File: src/shared/slethm_pkg.sv
// Purpose: Constants and types for the link error threshold monitor
// Assumes: Wishbone classic slave, 32-bit data, byte addresses
// Notes:   Printed offsets are register indices; byte address is four times the index
package slethm_pkg;

  // Register indices as printed, byte address = index * 4
  localparam logic [11:0] SYNC_CTRL_IDX   = 12'h47b;
  localparam logic [11:0] THRESH_IDX      = 12'h47c;
  localparam logic [11:0] ERR_STAT_IDX    = 12'h47e;
  localparam logic [11:0] ERR_MASK_IDX    = 12'h47f;
  localparam logic [11:0] LANE_STAT_IDX   = 12'h480;
  localparam logic [11:0] LINK_CLR_IDX    = 12'h481;

  // Control register fields
  localparam int DISP_SYNC_BIT   = 7;
  localparam int CODE_SYNC_BIT   = 6;
  localparam int CTRL_SYNC_BIT   = 5;
  localparam int MISMATCH_BIT    = 4;
  localparam int MM_ENABLE_BIT   = 3;

  localparam logic [7:0] SYNC_CTRL_RST  = 8'h08;
  localparam logic [7:0] THRESH_RST     = 8'hff;
  localparam logic [3:0] ERR_MASK_RST   = 4'h0;

  // Status / mask layout
  localparam int EV_DISP = 0;
  localparam int EV_CODE = 1;
  localparam int EV_CTRL = 2;
  localparam int EV_MM   = 3;
  localparam int NUM_EV  = 4;

  // Number of configuration words compared (0x450..0x45d against 0x400..0x40d)
  localparam int CFG_WORDS = 14;

  typedef struct packed {
    logic disp;
    logic code;
    logic ctrl;
  } slethm_err_t;

  typedef struct packed {
    logic        cyc;
    logic        stb;
    logic        we;
    logic [3:0]  sel;
    logic [13:0] adr;
    logic [31:0] dat;
  } slethm_wb_req_t;

endpackage

File: src/design/slethm_lane_cnt.sv
// Purpose: Error counters for one lane, three error kinds
// Assumes: Error strobes are same-clock single-cycle pulses
// Notes:   Counts saturate; reached flags compare against the threshold
`timescale 1ns/100ps
`default_nettype none
module slethm_lane_cnt
  import slethm_pkg::*;
(
  input  wire logic        clk_i,    // System clock
  input  wire logic        rst_i,    // Sync reset, active high
  input  wire logic        clr_i,    // Link reset or resync
  input  wire slethm_err_t err_i,    // Error strobes
  input  wire logic [7:0]  thresh_i, // Threshold value
  output logic [2:0]       hit_o     // Count reached threshold, registered
);

  logic [7:0] cnt_q [3];
  logic [7:0] cnt_d [3];
  logic [2:0] hit_d;
  logic [2:0] hit_q;
  logic [2:0] ev;

  function automatic logic [7:0] sat_inc(input logic [7:0] v);
    return (v == 8'hff) ? v : 8'(v + 8'h01);
  endfunction

  assign ev = {err_i.ctrl, err_i.code, err_i.disp};

  always_comb begin
    for (int k = 0; k < 3; k++) begin
      if (clr_i) begin
        cnt_d[k] = 8'h00;
      end else if (ev[k]) begin
        cnt_d[k] = sat_inc(cnt_q[k]);
      end else begin
        cnt_d[k] = cnt_q[k];
      end
      hit_d[k] = !clr_i && (thresh_i != 8'h00) && (cnt_d[k] >= thresh_i);
    end
  end

  always_ff @(posedge clk_i) begin
    if (rst_i) begin
      for (int k = 0; k < 3; k++) begin
        cnt_q[k] <= 8'h00;
      end
      hit_q <= 3'h0;
    end else begin
      for (int k = 0; k < 3; k++) begin
        cnt_q[k] <= cnt_d[k];
      end
      hit_q <= hit_d;
    end
  end

  assign hit_o = hit_q;

endmodule
`default_nettype wire

File: src/design/slethm_top.sv
// Purpose: Per-lane error threshold and configuration mismatch monitor
// Assumes: Wishbone classic slave; error strobes and config words on clk_i
// Notes:   Sync request and irq outputs are active low, registered
// How it works
// With the disparity sync enable set, any lane's disparity count at threshold asserts sync.
// With the invalid-code sync enable set, a lane's invalid-code count at threshold asserts sync.
// With the control-char sync enable set, a lane's control-char count at threshold asserts sync.
// With mismatch reporting on, the mismatch flag latches on a mismatch rising edge and pulls irq low.
// Writing one to the mismatch flag clears it and releases its interrupt.
// With mismatch reporting off, the mismatch flag neither latches nor affects irq.
// Mismatch reporting enable is bit 3 of the control register and resets to one.
// A mismatch is any difference between lane-0 received config and local transmit config.
// Each error kind is counted and compared with an 8-bit programmable threshold.
// A threshold hit raises irq, sync, or both, as mask and sync enables select.
// Counting and comparison run independently on every lane.
// A set error mask bit pulls the active-low irq low when that count hits threshold on any lane.
// Lane error counters clear on link reset or resync.
//
// Local design decision: register access over Wishbone.
`timescale 1ns/100ps
`default_nettype none
module slethm_top
  import slethm_pkg::*;
#(
  parameter int LANES = 8
) (
  input  wire logic                   clk_i,      // System clock, 100 MHz
  input  wire logic                   rst_i,      // Sync reset, active high
  input  wire logic                   wb_cyc_i,   // Wishbone cycle
  input  wire logic                   wb_stb_i,   // Wishbone strobe
  input  wire logic                   wb_we_i,    // Wishbone write
  input  wire logic [3:0]             wb_sel_i,   // Wishbone byte select
  input  wire logic [13:0]            wb_adr_i,   // Wishbone byte address
  input  wire logic [31:0]            wb_dat_i,   // Wishbone write data
  output logic [31:0]                 wb_dat_o,   // Wishbone read data
  output logic                        wb_ack_o,   // Wishbone ack
  input  wire slethm_err_t [LANES-1:0] lane_err_i, // Per-lane error strobes
  input  wire logic                   link_clr_i, // Link reset or resync pulse
  input  wire logic [CFG_WORDS*8-1:0] rx_cfg_i,   // Lane-0 received config
  input  wire logic [CFG_WORDS*8-1:0] tx_cfg_i,   // Local transmit config
  output logic                        sync_n_o,   // Link sync output, low = request
  output logic                        irq_n_o     // Interrupt, active low
);

  // Registers
  logic [7:0]       ctrl_q,  ctrl_d;
  logic [7:0]       thr_q,   thr_d;
  logic [3:0]       stat_q,  stat_d;
  logic [3:0]       mask_q,  mask_d;
  logic             sclr_q,  sclr_d;
  logic             mm_q,    mm_d;
  logic             ack_q,   ack_d;
  logic [31:0]      rdat_q,  rdat_d;
  logic             sync_n_q, sync_n_d;
  logic             irq_n_q,  irq_n_d;

  logic [LANES-1:0] hit_disp, hit_code, hit_ctrl;
  logic [2:0]       hit_any;
  logic             mm_now, mm_rise, req, wr, rd;
  logic [11:0]      idx;

  function automatic logic sel_hit(input logic [11:0] a, input logic [11:0] r);
    return a == r;
  endfunction

  // Lane counters
  for (genvar g = 0; g < LANES; g++) begin : g_lane
    logic [2:0] h;
    slethm_lane_cnt u_cnt (
      .clk_i    (clk_i),
      .rst_i    (rst_i),
      .clr_i    (link_clr_i | sclr_q),
      .err_i    (lane_err_i[g]),
      .thresh_i (thr_q),
      .hit_o    (h)
    );
    assign hit_disp[g] = h[0];
    assign hit_code[g] = h[1];
    assign hit_ctrl[g] = h[2];
  end

  assign hit_any = {|hit_ctrl, |hit_code, |hit_disp};
  assign mm_now  = (rx_cfg_i != tx_cfg_i);
  assign mm_rise = mm_now && !mm_q;

  assign req = wb_cyc_i && wb_stb_i && !ack_q;
  assign wr  = req && wb_we_i && wb_sel_i[0];
  assign rd  = req && !wb_we_i;
  assign idx = wb_adr_i[13:2];

  // Bus answer: ack one cycle after the taking edge, read data with it
  always_comb begin
    ack_d  = req;
    rdat_d = 32'h0000_0000;
    if (rd) begin
      unique case (idx)
        SYNC_CTRL_IDX: rdat_d = {24'h000000, ctrl_q};
        THRESH_IDX:    rdat_d = {24'h000000, thr_q};
        ERR_STAT_IDX:  rdat_d = {28'h0000000, stat_q};
        ERR_MASK_IDX:  rdat_d = {28'h0000000, mask_q};
        LANE_STAT_IDX: rdat_d = 32'({hit_ctrl, hit_code, hit_disp});
        default:       rdat_d = 32'h0000_0000;
      endcase
    end
  end

  always_ff @(posedge clk_i) begin
    if (rst_i) begin
      ack_q  <= 1'b0;
      rdat_q <= 32'h0000_0000;
    end else begin
      ack_q  <= ack_d;
      rdat_q <= rdat_d;
    end
  end

  // Control, threshold, mask and software counter clear
  always_comb begin
    ctrl_d = ctrl_q;
    thr_d  = thr_q;
    mask_d = mask_q;
    sclr_d = 1'b0;
    mm_d   = mm_now;
    if (wr && sel_hit(idx, SYNC_CTRL_IDX)) begin
      ctrl_d[7:5] = wb_dat_i[7:5];
      ctrl_d[MM_ENABLE_BIT] = wb_dat_i[MM_ENABLE_BIT];
      if (wb_dat_i[MISMATCH_BIT]) begin
        ctrl_d[MISMATCH_BIT] = 1'b0;
      end
    end
    // A fresh mismatch edge beats the write-one clear
    if (!ctrl_d[MM_ENABLE_BIT]) begin
      ctrl_d[MISMATCH_BIT] = 1'b0;
    end else if (mm_rise) begin
      ctrl_d[MISMATCH_BIT] = 1'b1;
    end
    ctrl_d[2:0] = 3'h0;
    if (wr && sel_hit(idx, THRESH_IDX)) begin
      thr_d = wb_dat_i[7:0];
    end
    if (wr && sel_hit(idx, ERR_MASK_IDX)) begin
      mask_d = wb_dat_i[3:0];
    end
    if (wr && sel_hit(idx, LINK_CLR_IDX)) begin
      sclr_d = wb_dat_i[0];
    end
  end

  always_ff @(posedge clk_i) begin
    if (rst_i) begin
      ctrl_q <= SYNC_CTRL_RST;
      thr_q  <= THRESH_RST;
      mask_q <= ERR_MASK_RST;
      sclr_q <= 1'b0;
      mm_q   <= 1'b0;
    end else begin
      ctrl_q <= ctrl_d;
      thr_q  <= thr_d;
      mask_q <= mask_d;
      sclr_q <= sclr_d;
      mm_q   <= mm_d;
    end
  end

  // Sticky status, cleared by a read of its register
  always_comb begin
    stat_d = stat_q;
    if (rd && sel_hit(idx, ERR_STAT_IDX)) begin
      stat_d = 4'h0;
    end
    // New events win over the read clear
    stat_d[EV_DISP] = stat_d[EV_DISP] | hit_any[0];
    stat_d[EV_CODE] = stat_d[EV_CODE] | hit_any[1];
    stat_d[EV_CTRL] = stat_d[EV_CTRL] | hit_any[2];
    stat_d[EV_MM]   = stat_d[EV_MM] | (mm_rise & ctrl_q[MM_ENABLE_BIT]);
  end

  always_ff @(posedge clk_i) begin
    if (rst_i) begin
      stat_q <= 4'h0;
    end else begin
      stat_q <= stat_d;
    end
  end

  // Sync request and interrupt pins, both active low
  always_comb begin
    sync_n_d = !((ctrl_q[DISP_SYNC_BIT] && hit_any[0])
              || (ctrl_q[CODE_SYNC_BIT] && hit_any[1])
              || (ctrl_q[CTRL_SYNC_BIT] && hit_any[2]));
    irq_n_d  = !((|(stat_q[2:0] & mask_q[2:0]))
              || (ctrl_q[MISMATCH_BIT] && ctrl_q[MM_ENABLE_BIT])
              || (stat_q[EV_MM] && mask_q[EV_MM]));
  end

  always_ff @(posedge clk_i) begin
    if (rst_i) begin
      sync_n_q <= 1'b1;
      irq_n_q  <= 1'b1;
    end else begin
      sync_n_q <= sync_n_d;
      irq_n_q  <= irq_n_d;
    end
  end

  assign wb_ack_o = ack_q;
  assign wb_dat_o = rdat_q;
  assign sync_n_o = sync_n_q;
  assign irq_n_o  = irq_n_q;

  // Assertions
  disp_sync_a: assert property (@(posedge clk_i) disable iff (rst_i)
    (ctrl_q[DISP_SYNC_BIT] && hit_any[0]) |=> !sync_n_o)
    else $error("disparity hit did not request sync");
  code_sync_a: assert property (@(posedge clk_i) disable iff (rst_i)
    (ctrl_q[CODE_SYNC_BIT] && hit_any[1]) |=> !sync_n_o)
    else $error("invalid code hit did not request sync");
  ctrl_sync_a: assert property (@(posedge clk_i) disable iff (rst_i)
    (ctrl_q[CTRL_SYNC_BIT] && hit_any[2]) |=> !sync_n_o)
    else $error("control char hit did not request sync");
  mm_latch_a: assert property (@(posedge clk_i) disable iff (rst_i)
    (mm_rise && ctrl_q[MM_ENABLE_BIT] && !wr) |=> ##1 (ctrl_q[MISMATCH_BIT] && !irq_n_o))
    else $error("mismatch flag or irq missing");
  mm_clear_a: assert property (@(posedge clk_i) disable iff (rst_i)
    (wr && sel_hit(idx, SYNC_CTRL_IDX) && wb_dat_i[MISMATCH_BIT] && !mm_rise)
    |=> !ctrl_q[MISMATCH_BIT])
    else $error("mismatch flag not cleared by write");
  mm_off_a: assert property (@(posedge clk_i) disable iff (rst_i)
    !ctrl_q[MM_ENABLE_BIT] |-> !ctrl_q[MISMATCH_BIT])
    else $error("mismatch flag set while disabled");
  sync_idle_a: assert property (@(posedge clk_i) disable iff (rst_i)
    (ctrl_q[7:5] == 3'h0) |=> sync_n_o)
    else $error("sync asserted with all enables off");
  mask_irq_a: assert property (@(posedge clk_i) disable iff (rst_i)
    (mask_q[EV_DISP] && hit_any[0]) |=> ##1 !irq_n_o)
    else $error("masked disparity hit did not raise irq");
  clr_cnt_a: assert property (@(posedge clk_i) disable iff (rst_i)
    link_clr_i |=> (hit_any == 3'h0))
    else $error("link clear left a threshold hit");
  sw_clr_a: assert property (@(posedge clk_i) disable iff (rst_i)
    sclr_q |=> (hit_any == 3'h0))
    else $error("software clear left a threshold hit");
  thr_zero_a: assert property (@(posedge clk_i) disable iff (rst_i)
    (thr_q == 8'h00) |=> (hit_any == 3'h0))
    else $error("threshold zero produced a hit");
  code_irq_a: assert property (@(posedge clk_i) disable iff (rst_i)
    (mask_q[EV_CODE] && hit_any[1]) |=> ##1 !irq_n_o)
    else $error("masked invalid code hit did not raise irq");
  ctrl_irq_a: assert property (@(posedge clk_i) disable iff (rst_i)
    (mask_q[EV_CTRL] && hit_any[2]) |=> ##1 !irq_n_o)
    else $error("masked control char hit did not raise irq");
  mm_nolatch_a: assert property (@(posedge clk_i) disable iff (rst_i)
    (!ctrl_q[MM_ENABLE_BIT] && mm_rise && !wr) |=> !ctrl_q[MISMATCH_BIT])
    else $error("mismatch latched while reporting off");
  mm_flag_irq_a: assert property (@(posedge clk_i) disable iff (rst_i)
    (ctrl_q[MISMATCH_BIT] && ctrl_q[MM_ENABLE_BIT]) |=> !irq_n_o)
    else $error("latched mismatch did not hold irq low");
  mm_stat_a: assert property (@(posedge clk_i) disable iff (rst_i)
    (mm_rise && ctrl_q[MM_ENABLE_BIT]) |=> stat_q[EV_MM])
    else $error("mismatch status bit not set");

  // Status bits follow hits and stay until read
  disp_stat_a: assert property (@(posedge clk_i) disable iff (rst_i)
    hit_any[0] |=> stat_q[EV_DISP])
    else $error("disparity hit missing from status");
  code_stat_a: assert property (@(posedge clk_i) disable iff (rst_i)
    hit_any[1] |=> stat_q[EV_CODE])
    else $error("invalid code hit missing from status");
  ctrl_stat_a: assert property (@(posedge clk_i) disable iff (rst_i)
    hit_any[2] |=> stat_q[EV_CTRL])
    else $error("control char hit missing from status");
  stat_keep_a: assert property (@(posedge clk_i) disable iff (rst_i)
    (stat_q[EV_DISP] && !(rd && sel_hit(idx, ERR_STAT_IDX))) |=> stat_q[EV_DISP])
    else $error("disparity status lost without a read");
  sync_rel_a: assert property (@(posedge clk_i) disable iff (rst_i)
    (hit_any == 3'h0) |=> sync_n_o)
    else $error("sync requested with no hit");

  // Bus answer shape
  ack_resp_a: assert property (@(posedge clk_i) disable iff (rst_i) // Local design decision: register access over Wishbone
    req |=> wb_ack_o)
    else $error("request not acknowledged next cycle");
  ack_pulse_a: assert property (@(posedge clk_i) disable iff (rst_i) // Local design decision: register access over Wishbone
    wb_ack_o |=> !wb_ack_o)
    else $error("ack held longer than one cycle");

  rd_cov: cover property (@(posedge clk_i) rd && ack_d);
  sync_cov: cover property (@(posedge clk_i) $fell(sync_n_o));
  irq_cov: cover property (@(posedge clk_i) $fell(irq_n_o));
  mm_cov: cover property (@(posedge clk_i) mm_rise && ctrl_q[MM_ENABLE_BIT]);
  sclr_cov: cover property (@(posedge clk_i) sclr_q && (hit_any != 3'h0));

endmodule
`default_nettype wire

File: config.mk
export PLATFORM = sky130hd
export DESIGN_NAME = slethm_top
export DESIGN_NICKNAME = d
export VERILOG_FILES = /design/src/shared/slethm_pkg.sv /design/src/design/slethm_lane_cnt.sv /design/src/design/slethm_top.sv
export SDC_FILE = /design/constraint.sdc
export NUM_CORES = 1
export LEC_CHECK = 0
export BUFFER_PORTS_ARGS = -buffer_cell sky130_fd_sc_hd__buf_2
export CAP_MARGIN = 20
export CORE_UTILIZATION = 35
export CTS_CLUSTER_SIZE = 30
export DETAILED_ROUTE_END_ITERATION = 6
export PLACE_DENSITY = 0.57
export REMOVE_ABC_BUFFERS = 1
export SLEW_MARGIN = 10
export SYNTH_ARGS = -nofsm -noshare
export SYNTH_HDL_FRONTEND = slang
export SYNTH_SLANG_ARGS = --single-unit
File: constraint.sdc
create_clock -name clk_i -period 3.8 [get_ports clk_i]
set_input_delay 0.57 -clock clk_i [delete_from_list [all_inputs] [get_ports clk_i]]
set_output_delay 0.57 -clock clk_i [all_outputs]
set_load 0.05 [all_outputs]
## Word-level counts from Yosys, hierarchy flattened

Memory sizes are Yosys's and may differ from the RTL's.
Cells that the tools add are included.

- Register bits after elaboration: 85
- Latch bits: 0
- RAM bits: 192
- ROM bits: 0
- Input port bits: 304
- Output and inout bits: 35
- Memories kept: 8

Memory list:

| memory | depth | width | read ports | clocked after Yosys merged registers in | wr ports | RTL line | source |
|---|---|---|---|---|---|---|---|
| g_lane[0].u_cnt.cnt_q | 3 | 8 | 3 | 0 | 3 | slethm_lane_cnt.sv:17 | `logic [7:0] cnt_q [3];` |
| g_lane[1].u_cnt.cnt_q | 3 | 8 | 3 | 0 | 3 | slethm_lane_cnt.sv:17 |  |
| g_lane[2].u_cnt.cnt_q | 3 | 8 | 3 | 0 | 3 | slethm_lane_cnt.sv:17 |  |
| g_lane[3].u_cnt.cnt_q | 3 | 8 | 3 | 0 | 3 | slethm_lane_cnt.sv:17 |  |
| g_lane[4].u_cnt.cnt_q | 3 | 8 | 3 | 0 | 3 | slethm_lane_cnt.sv:17 |  |
| g_lane[5].u_cnt.cnt_q | 3 | 8 | 3 | 0 | 3 | slethm_lane_cnt.sv:17 |  |
| 2 more memories | - | - | - | - | - | - |  |

- Add/subtract/negate cells: 24
- Multipliers: 0
- Divide/modulo/power cells: 0
- Order comparisons: 24
- Equal/unequal tests: 31
- Shifts and indexed selects: 0
- Muxes and demuxes: 104
- Bitwise logic cells: 34
- Reduce and logical (&&, ||, !) cells: 62

Operators with widths:

| cell | count |
|---|---|
| two-way mux 8 bit | 96 |
| adder 8 x 1 -> 8 bit, second input constant | 24 |
| equality test 8 bit, second input constant | 24 |
| greater-or-equal comparator 8 bit | 24 |
| case mux 24 bit (5 select lines) | 1 |
| inequality test 112 bit | 1 |
| equality test 12 x 11 -> 1 bit, second input constant | 6 |
| logical AND 1 bit | 41 |
| bitwise OR 1 bit | 29 |
| OR reduction 8 bit | 3 |
| nonzero test 8 bit | 1 |
| zero test 1 bit | 6 |
| OR reduction 2 bit | 3 |
| two-way mux 1 bit | 5 |
| logical OR 1 bit | 4 |
| two-way mux 4 bit | 1 |
| nonzero test 2 bit | 2 |
| AND 3 bit | 1 |
| NOT 1 bit | 3 |
| OR reduction 3 bit | 1 |
| two-way mux 2 bit | 1 |
| AND reduction 2 bit | 1 |
| AND 1 bit | 1 |

## Logic depth before layout (Yosys ltp)

Gate-level depths: netlist of the first run.

- Depth after elaboration: 8
- Depth in mapped cells: 13
- Depth with buffers taken out: 13

## By module

Synthesis of the first run repeated with hierarchy kept, for this count alone.

- Cell total of the unflattened synthesis: 2176
- Area total of the unflattened synthesis: 18049.8 µm²

By module, submodules not included:

| module | times used | cells an instance | area an instance (µm²) | seq. area each (µm²) |
|---|---|---|---|---|
| slethm_lane_cnt (g_lane[2].u_cnt ...) | 4 | 225 | 1856.8 | 540.5 |
| slethm_lane_cnt (g_lane[0].u_cnt ...) | 3 | 230 | 1854.3 | 540.5 |
| slethm_top | 1 | 357 | 3184.3 | 1001.0 |
| slethm_lane_cnt (g_lane[4].u_cnt) | 1 | 229 | 1875.5 | 540.5 |

## Worst setup path after synthesis of the first run

No wires, ideal clock.

- Path type: register to register
- Start: mem g_lane[4].u_cnt.cnt_q[0][0]
- End: reg g_lane[4].u_cnt.hit_q[0]
- Data arrival time: 2.407 ns
- Required time: 3.679 ns
- Path slack: 1.272 ns
- Cell stages (with the launch flop): 14
- Path buffers: 0
- Cell sequence: dfxtp_1 ha_1 nand3_1 or2_1 o21ai_2 xnor2_1 nand2_1 ha_1 nand2b_1 a21o_1 a21o_1 a21oi_1 o21a_1 o21ai_0

RTL lines:

| item | RTL line | source |
|---|---|---|
| start: declaration | slethm_lane_cnt.sv:17 |  |
| end signal: assignment | slethm_lane_cnt.sv:52 | `hit_q <= hit_d;` |
| end: declaration | slethm_lane_cnt.sv:20 | `logic [2:0] hit_q;` |

==> results of run 1 <==
[per-layer routing]
metal / vias to the layer above / global-route usage / routed length [µm]
li1: 8020 / - / -
met1: 7310 / 0.243 / 22200
met2: 510 / 0.410 / 28100
met3: 148 / 0.0213 / 2600
met4: 2 / 0.120 / 3510
met5: - / 0 / 13
[worst paths after layout]
kind / slack [ns] / from / endpoint
max reg2reg: 0.89 / g_lane[0].u_cnt.cnt_q[0][0]$_SDFF_PP0_ / g_lane[0].u_cnt.hit_o[0]$_SDFF_PP0_
min: 0.26 / wb_dat_i[3] / mask_q[3]$_SDFFE_PP0P_
max: 0.89 / g_lane[0].u_cnt.cnt_q[0][0]$_SDFF_PP0_ / g_lane[0].u_cnt.hit_o[0]$_SDFF_PP0_
min reg2reg: 0.47 / mm_q$_SDFF_PP0_ / stat_q[3]$_SDFF_PP0_
[state kept, by name, summed over array words and instances, names as in the netlist]
signal,cells
g_lane.u_cnt.hit_o,24
wb_ack_o,1
sync_n_o,1
irq_n_o,1
sclr_q,1
stat_q,4
mask_q,4
ctrl_q,5
mm_q,1
thr_q,8
wb_dat_o,24
g_lane.u_cnt.cnt_q,192
[layout make-up]
cell class | instances | area (µm²)
Fill cell | 4931 | 28000
Clock inverter | 17 | 251
Timing Repair Buffer | 341 | 1860
Sequential cell | 266 | 5330
Antenna cell | 7 | 17.5
Inverter | 43 | 161
Tap cell | 664 | 831
Multi-Input combinational cell | 1705 | 11500
Clock buffer | 39 | 845
[power breakdown]
group	total, µW	internal [µW]	leakage [µW]	switching, µW
clock network	3220	1970	0.000540	1250
logic	672	278	0.00704	394
registers	2830	2810	0.00215	22.6
[stage by stage]
| step | worst slack [ns] | hold slack (ns) | power [µW] | util | TNS (ns) |
|---|---|---|---|---|---|
| after global placement | 0.897 | 0.441 | 3560 | 0.403 | 0 |
| after floorplan | -0.538 | 0.424 | 3200 | - | -12.65 |
| after global routing | 0.618 | 0.270 | 6970 | 0.426 | 0 |
| after detailed placement | 0.903 | 0.451 | 3570 | 0.403 | 0 |
| after CTS | 0.903 | 0.239 | 6800 | 0.426 | 0 |
| final | 0.894 | 0.259 | 6720 | 0.426 | 0 |
[layout by cell type, fill, tap and decap left out, types with 4 or more instances in the layout]
master     instances
o21ai_0           67
conb_1             8
a21oi_1           82
nor3_1           133
a311oi_1           4
nor2_1           257
bufinv_16          6
buf_12             4
a22oi_1            4
diode_2            7
a31oi_1            4
o21ai_1           16
xnor2_1          110
buf_4             37
a222oi_1           7
nor4_1            44
o211ai_1           6
inv_1             36
nand2_1          148
and2_1            35
xor2_1           101
clkbuf_16         30
nand3_1          111
and3_1            38
ha_1             216
or3_1             24
dfxtp_1          266
buf_2            300
inv_2              4
mux2i_1           39
nand4_1           73
clkinv_2           8
clkbuf_8           6
a21o_1            72
nand2b_1          29
o21a_1            27
[tightest hold or removal path, stage by stage]
cell and delay [ns]:
buf_2 0.11, mux2i_1 0.06, nor2_1 0.07
[cell families (layout without fill, tap and decap cells)]
family | after synthesis | count (layout) | share of synthesized area
and+or+nand+nor | 917 | 917 | 0.260
AOI/OAI and AO/OA | 312 | 312 | 0.115
DFF | 266 | 266 | 0.307
adders and majority gates | 216 | 216 | 0.156
xor gates and xnor gates | 211 | 211 | 0.107
buffers and inverters | 123 | 440 | 0.0309
muxes | 41 | 41 | 0.0238
other | 1 | 15 | 0.000216
==> impl_metrics.toml, run 1 <==
[run_status]
status = "finished clean"

[global_routing]
grt_pass1_wl_um = 85500
overflow = 0
grt_pass1_vias = 15573
grt_use_total = 0.220
grt_max_degree = 57
antenna_found_initial = 21

[cts]
clock_latency_ns = 0.59
postCtsResizedCells = 0
post_cts_buffers = 0
path_clk_slew_ns = 0.06
cts-root-buf = "clkbuf_16"
clockBufferDepth = 3
cts_buffers = 30
cts_tree = "yes"
numClockSinks = 266
ctsHoldBuffers = 0
h-tree-depth = 1

[sta]
period_needed_ns = 2.91
report.final.hold_viol_count = 0
max_freq_mhz = 344
setup_viol = 0
finalCritPeriodShare = 0.765
clock_skew_ns = 0.0257
slew_viol_final = 0
grt_setup_unrepaired = "no"
tightestPinTransition_ns = 0.739
relSlewSlack = 0.503

[power]
vdd_drop_max_uv = 209
power_density_nw_per_um2 = 323
leakagePower_uw = 0.00973

[routing]
ant_nets = 0
via_per_inst = 5.19
wl_um = 56500
dr.pass1.iters = 5
post_drt_wl_per_cell_um = 18.3
drc = 0
vias = 15990
drt_iter0_markers = 959

[critical_path]
critical_path.max_fanout = 7
cp_cell_sequence = "ha_1 > nand4_1 > o21ai_1 > xnor2_1 > nand2_1 > ha_1 > nand2b_1 > a21o_1 > a21o_1 > a21oi_1 > o21a_1 > o21ai_0"
crit_buf_inv = 0
critical_path.top_delay_family = "compound AO/OA/AOI/OAI gates"
cp-end-kind = "register"
slowest_delay_ns = 0.41
slowest_stage = "o21ai_1"
crit_type = "reg -> reg"
worstPathRequired_ns = 4.18
cp.arrival_ns = 3.29
ff2ff_path_depth = 12
startpoint_type = "register"
path_depth = 12

[synthesis]
syn_area_um2 = 17300
synth_edf_count = 0
ys_types = 64
ys_seq_elements = 266
synth_largest_area_cell = "dfxtp_1"
syn_inst = 2087
yosysTopAreaCellShare = 0.307
synth_most_common_cell = "dfxtp_1"
synthTopCellsByArea = "dfxtp_1 (31%), ha_1 (16%), nor2_1 (5.6%)"
yosysSeqAreaShare = 0.307
ys.flop_type = "dfxtp_1"
yosysWarnings = 0
synthTopCellsByCount = "dfxtp_1 (266), nor2_1 (258), ha_1 (216)"
async_flop_share = 0
syn_area_per_cell_um2 = 8.31

[placement]
globalplace.congestion = 0.940
dp.cells = 3019
post_dp_cell_area_um2 = 19700
hpwl_um = 43500
io_buffer_count = 301

[die]
rows = 81
die_w_um = 225
die-area_um2 = 50400
io_pins = 339
start_util = 0.355
die_h_um = 225
fp.coreArea_um2 = 48800

[cells_and_area]
nNetsFinal = 2907
final_cell_area_um2 = 20800
fin_cells = 3082
areaGrowthSynthToFinish_pct = 20.1
drive_above_1_share = 0.175

[hold_path]
hold_path.class = "in -> reg"
hold_depth = 3

[job]
maxCapViolations = 0
(Power assumes the default switching activity.)
==> run 2, diff against run 1 <==
--- a/config.mk
+++ b/config.mk
@@ -5,12 +5,13 @@
 export SDC_FILE = /design/constraint.sdc
 export NUM_CORES = 1
 export LEC_CHECK = 0
+export ABC_AREA = 1
 export BUFFER_PORTS_ARGS = -buffer_cell sky130_fd_sc_hd__buf_2
 export CAP_MARGIN = 20
 export CORE_UTILIZATION = 35
 export CTS_CLUSTER_SIZE = 30
 export DETAILED_ROUTE_END_ITERATION = 6
-export PLACE_DENSITY = 0.57
+export PLACE_DENSITY = 0.58
 export REMOVE_ABC_BUFFERS = 1
 export SLEW_MARGIN = 10
 export SYNTH_ARGS = -nofsm -noshare
==> constraint.sdc (replaced) <==
create_clock -name clk_i -period 2.45 [get_ports clk_i]
set_input_delay 0.3675 -clock clk_i [delete_from_list [all_inputs] [get_ports clk_i]]
set_output_delay 0.3675 -clock clk_i [all_outputs]
set_load 0.05 [all_outputs]
==> impl_metrics.toml, run 2 <==
[cells_and_area]
areaGrowthSynthToFinish_pct = 35.0
final_common_cell = "nand2_1"
most-common-layout-cells = "nand2_1 (425), nor2_1 (335), inv_1 (330)"
nNetsFinal = 3694
final_cell_area_um2 = 25000
largest_reg_flops = 192
top_register = "g_lane.u_cnt.cnt_q"
drive_above_1_share = 0.294

[cts]
path_clk_slew_ns = 0.06
clock_latency_ns = 0.52
clockBufferDepth = 3
numClockSinks = 266
cts_tree = "yes"
ctsHoldBuffers = 0
cts-root-buf = "clkbuf_16"
h-tree-depth = 2
cts_buffers = 34

[synthesis]
synthTopCellsByArea = "dfxtp_1 (29%), ha_1 (15%), nand2_1 (9.1%)"
yosysSeqAreaShare = 0.288
ys.flop_type = "dfxtp_1"
synth_largest_area_cell = "dfxtp_1"
yosysTopAreaCellShare = 0.288
synthTopCellsByCount = "nand2_1 (450), nor2_1 (375), inv_1 (357)"
ys_seq_elements = 266
synth_most_common_cell = "nand2_1"
syn_area_per_cell_um2 = 6.97
syn_inst = 2654
yosysWarnings = 0
syn_area_um2 = 18500
async_flop_share = 0
synth_edf_count = 0
ys_types = 54

[sta]
period_needed_ns = 2.43
finalCritPeriodShare = 0.993
setup_viol = 0
slew_viol_final = 0
relSlewSlack = 0.620
clock_skew_ns = 0.0180
tightestPinTransition_ns = 0.565
max_freq_mhz = 411
grt_setup_unrepaired = "yes"
report.final.hold_viol_count = 0
tns_ns = 0

[critical_path]
critical_path.max_fanout = 4
worstPathRequired_ns = 2.87
startpoint_type = "register"
rr_startpoint = "g_lane[2].u_cnt.cnt_q[0][8]$_SDFF_PP0_"
cp.arrival_ns = 2.86
crit_path_start = "g_lane[2].u_cnt.cnt_q[0][8]$_SDFF_PP0_"
cp-end-kind = "register"
crit_type = "reg -> reg"

[power]
clkPwrFrac = 0.454
internal_power_uw = 8010
switching_share = 0.269
seqPwrFrac = 0.406
p_comb_frac = 0.140
power_density_nw_per_um2 = 438
vdd_drop_max_uv = 467
p_sw_uw = 2940
leakagePower_uw = 0.0125

[global_routing]
grt_use_total = 0.220
grt_max_degree = 75
grt_pass1_wl_um = 94400
overflow = 0
grt_pass1_vias = 18472
antenna_found_initial = 4

[hold_path]
worstHoldStart = "wb_dat_i[1]"
hold_path.class = "in -> reg"

[die]
fp.coreArea_um2 = 51800
io_pins = 339
die_h_um = 232
rows = 83
die-area_um2 = 53800
die_w_um = 232
start_util = 0.357

[routing]
wl_um = 61300
via_per_inst = 4.96
dr.pass1.iters = 5
vias = 19230
drc = 0
drt_iter0_markers = 871
post_drt_wl_per_cell_um = 15.8
ant_nets = 0

[placement]
io_buffer_count = 301
hpwl_um = 44400
globalplace.congestion = 1.01
post_dp_cell_area_um2 = 22000

[job]
maxCapViolations = 0

[run_status]
status = "finished clean"
-- run 2: cell families after synthesis --
group,Yosys count,share of synthesized area
flops,266,0.288
other cells,1,0.000203
buf+inv,434,0.0906
fa+ha+maj,216,0.146
simple gates,1253,0.301
xor+xnor,137,0.0648
compound gates,347,0.110
-- run 2: layout make-up --
type	count	area (µm²)
multi-input combinational	1961	12700
sequential	266	5400
clock inverter	14	130
inverter	368	1400
fill	5044	26800
antenna	1	2.50
timing repair buffer	543	3540
clock buffer	45	943
tap	680	851
-- run 2: per-stage QoR --
step / total power [µW] / utilization / std cells / worst slack, ns / hold WS [ns]
finish: 10900 / 0.482 / 3878 / 0.0169 / 0.122
global route: 11400 / 0.482 / 3877 / -0.189 / 0.135
CTS: 10900 / 0.453 / 3827 / 0.000130 / 0.103
detailed placement: 5870 / 0.425 / 3742 / -0.203 / 0.442
global placement: 5840 / 0.425 / 3742 / -0.152 / 0.438
floorplan: 5170 / - / 2595 / -1.56 / 0.423
-- run 2: worst paths after layout --
check	slack [ns]	to	cells after the start
setup / recovery	0.02	g_lane[2].u_cnt.hit_o[1]$_SDFF_PP0_	19
hold / removal	0.12	thr_q[1]$_SDFFE_PP1P_	3
setup reg to reg	0.02	g_lane[2].u_cnt.hit_o[1]$_SDFF_PP0_	19
hold reg to reg	0.44	wb_dat_o[21]$_SDFF_PP0_	2
-- run 2: critical path: stages (launching register included) --
cell and delay (ns):
dfxtp_2 0.35, ha_4 0.14, nand3_2 0.08, nor2_2 0.15
nand2_1 0.11, o21ai_2 0.20, inv_2 0.07, buf_6 0.13
nor2_4 0.09, nor3_2 0.05, ha_1 0.27, o21ai_1 0.07
nand2_1 0.07, a21o_1 0.18, a21oi_2 0.11, o21ai_1 0.07
nand2_1 0.06, nand2_1 0.05, nand2_1 0.06, inv_1 0.04
-- run 2: power by group through the flow --
| stage | Combinational (µW) | Clock, µW | Sequential, µW |
|---|---|---|---|
| finish | 1530 | 4970 | 4450 |
| global route | 1690 | 5240 | 4450 |
| CTS | 1390 | 5070 | 4430 |
| detailed placement | 1350 | 0 | 4520 |
| global placement | 1320 | 0 | 4520 |
| floorplan | 651 | 0 | 4520 |
-- run 2: what timing repair did --
| action | CTS | global route |
|---|---|---|
| endpoints found under the setup margin | 22 | 24 |
| resized for setup | 92 | 334 |
| cloned | 0 | 0 |
| pin swaps | 29 | 160 |
| hold endpoints to repair | 0 | 0 |
| setup buffers | 26 | 50 |
-- run 2: metal layers --
layer  track usage  share of wire  vias to the layer above
met5             0        0.00033                        -
met4        0.0485          0.021                        4
met3        0.0284          0.041                      103
met2         0.371           0.47                      377
met1         0.297           0.47                     8925
li1              -              -                     9821
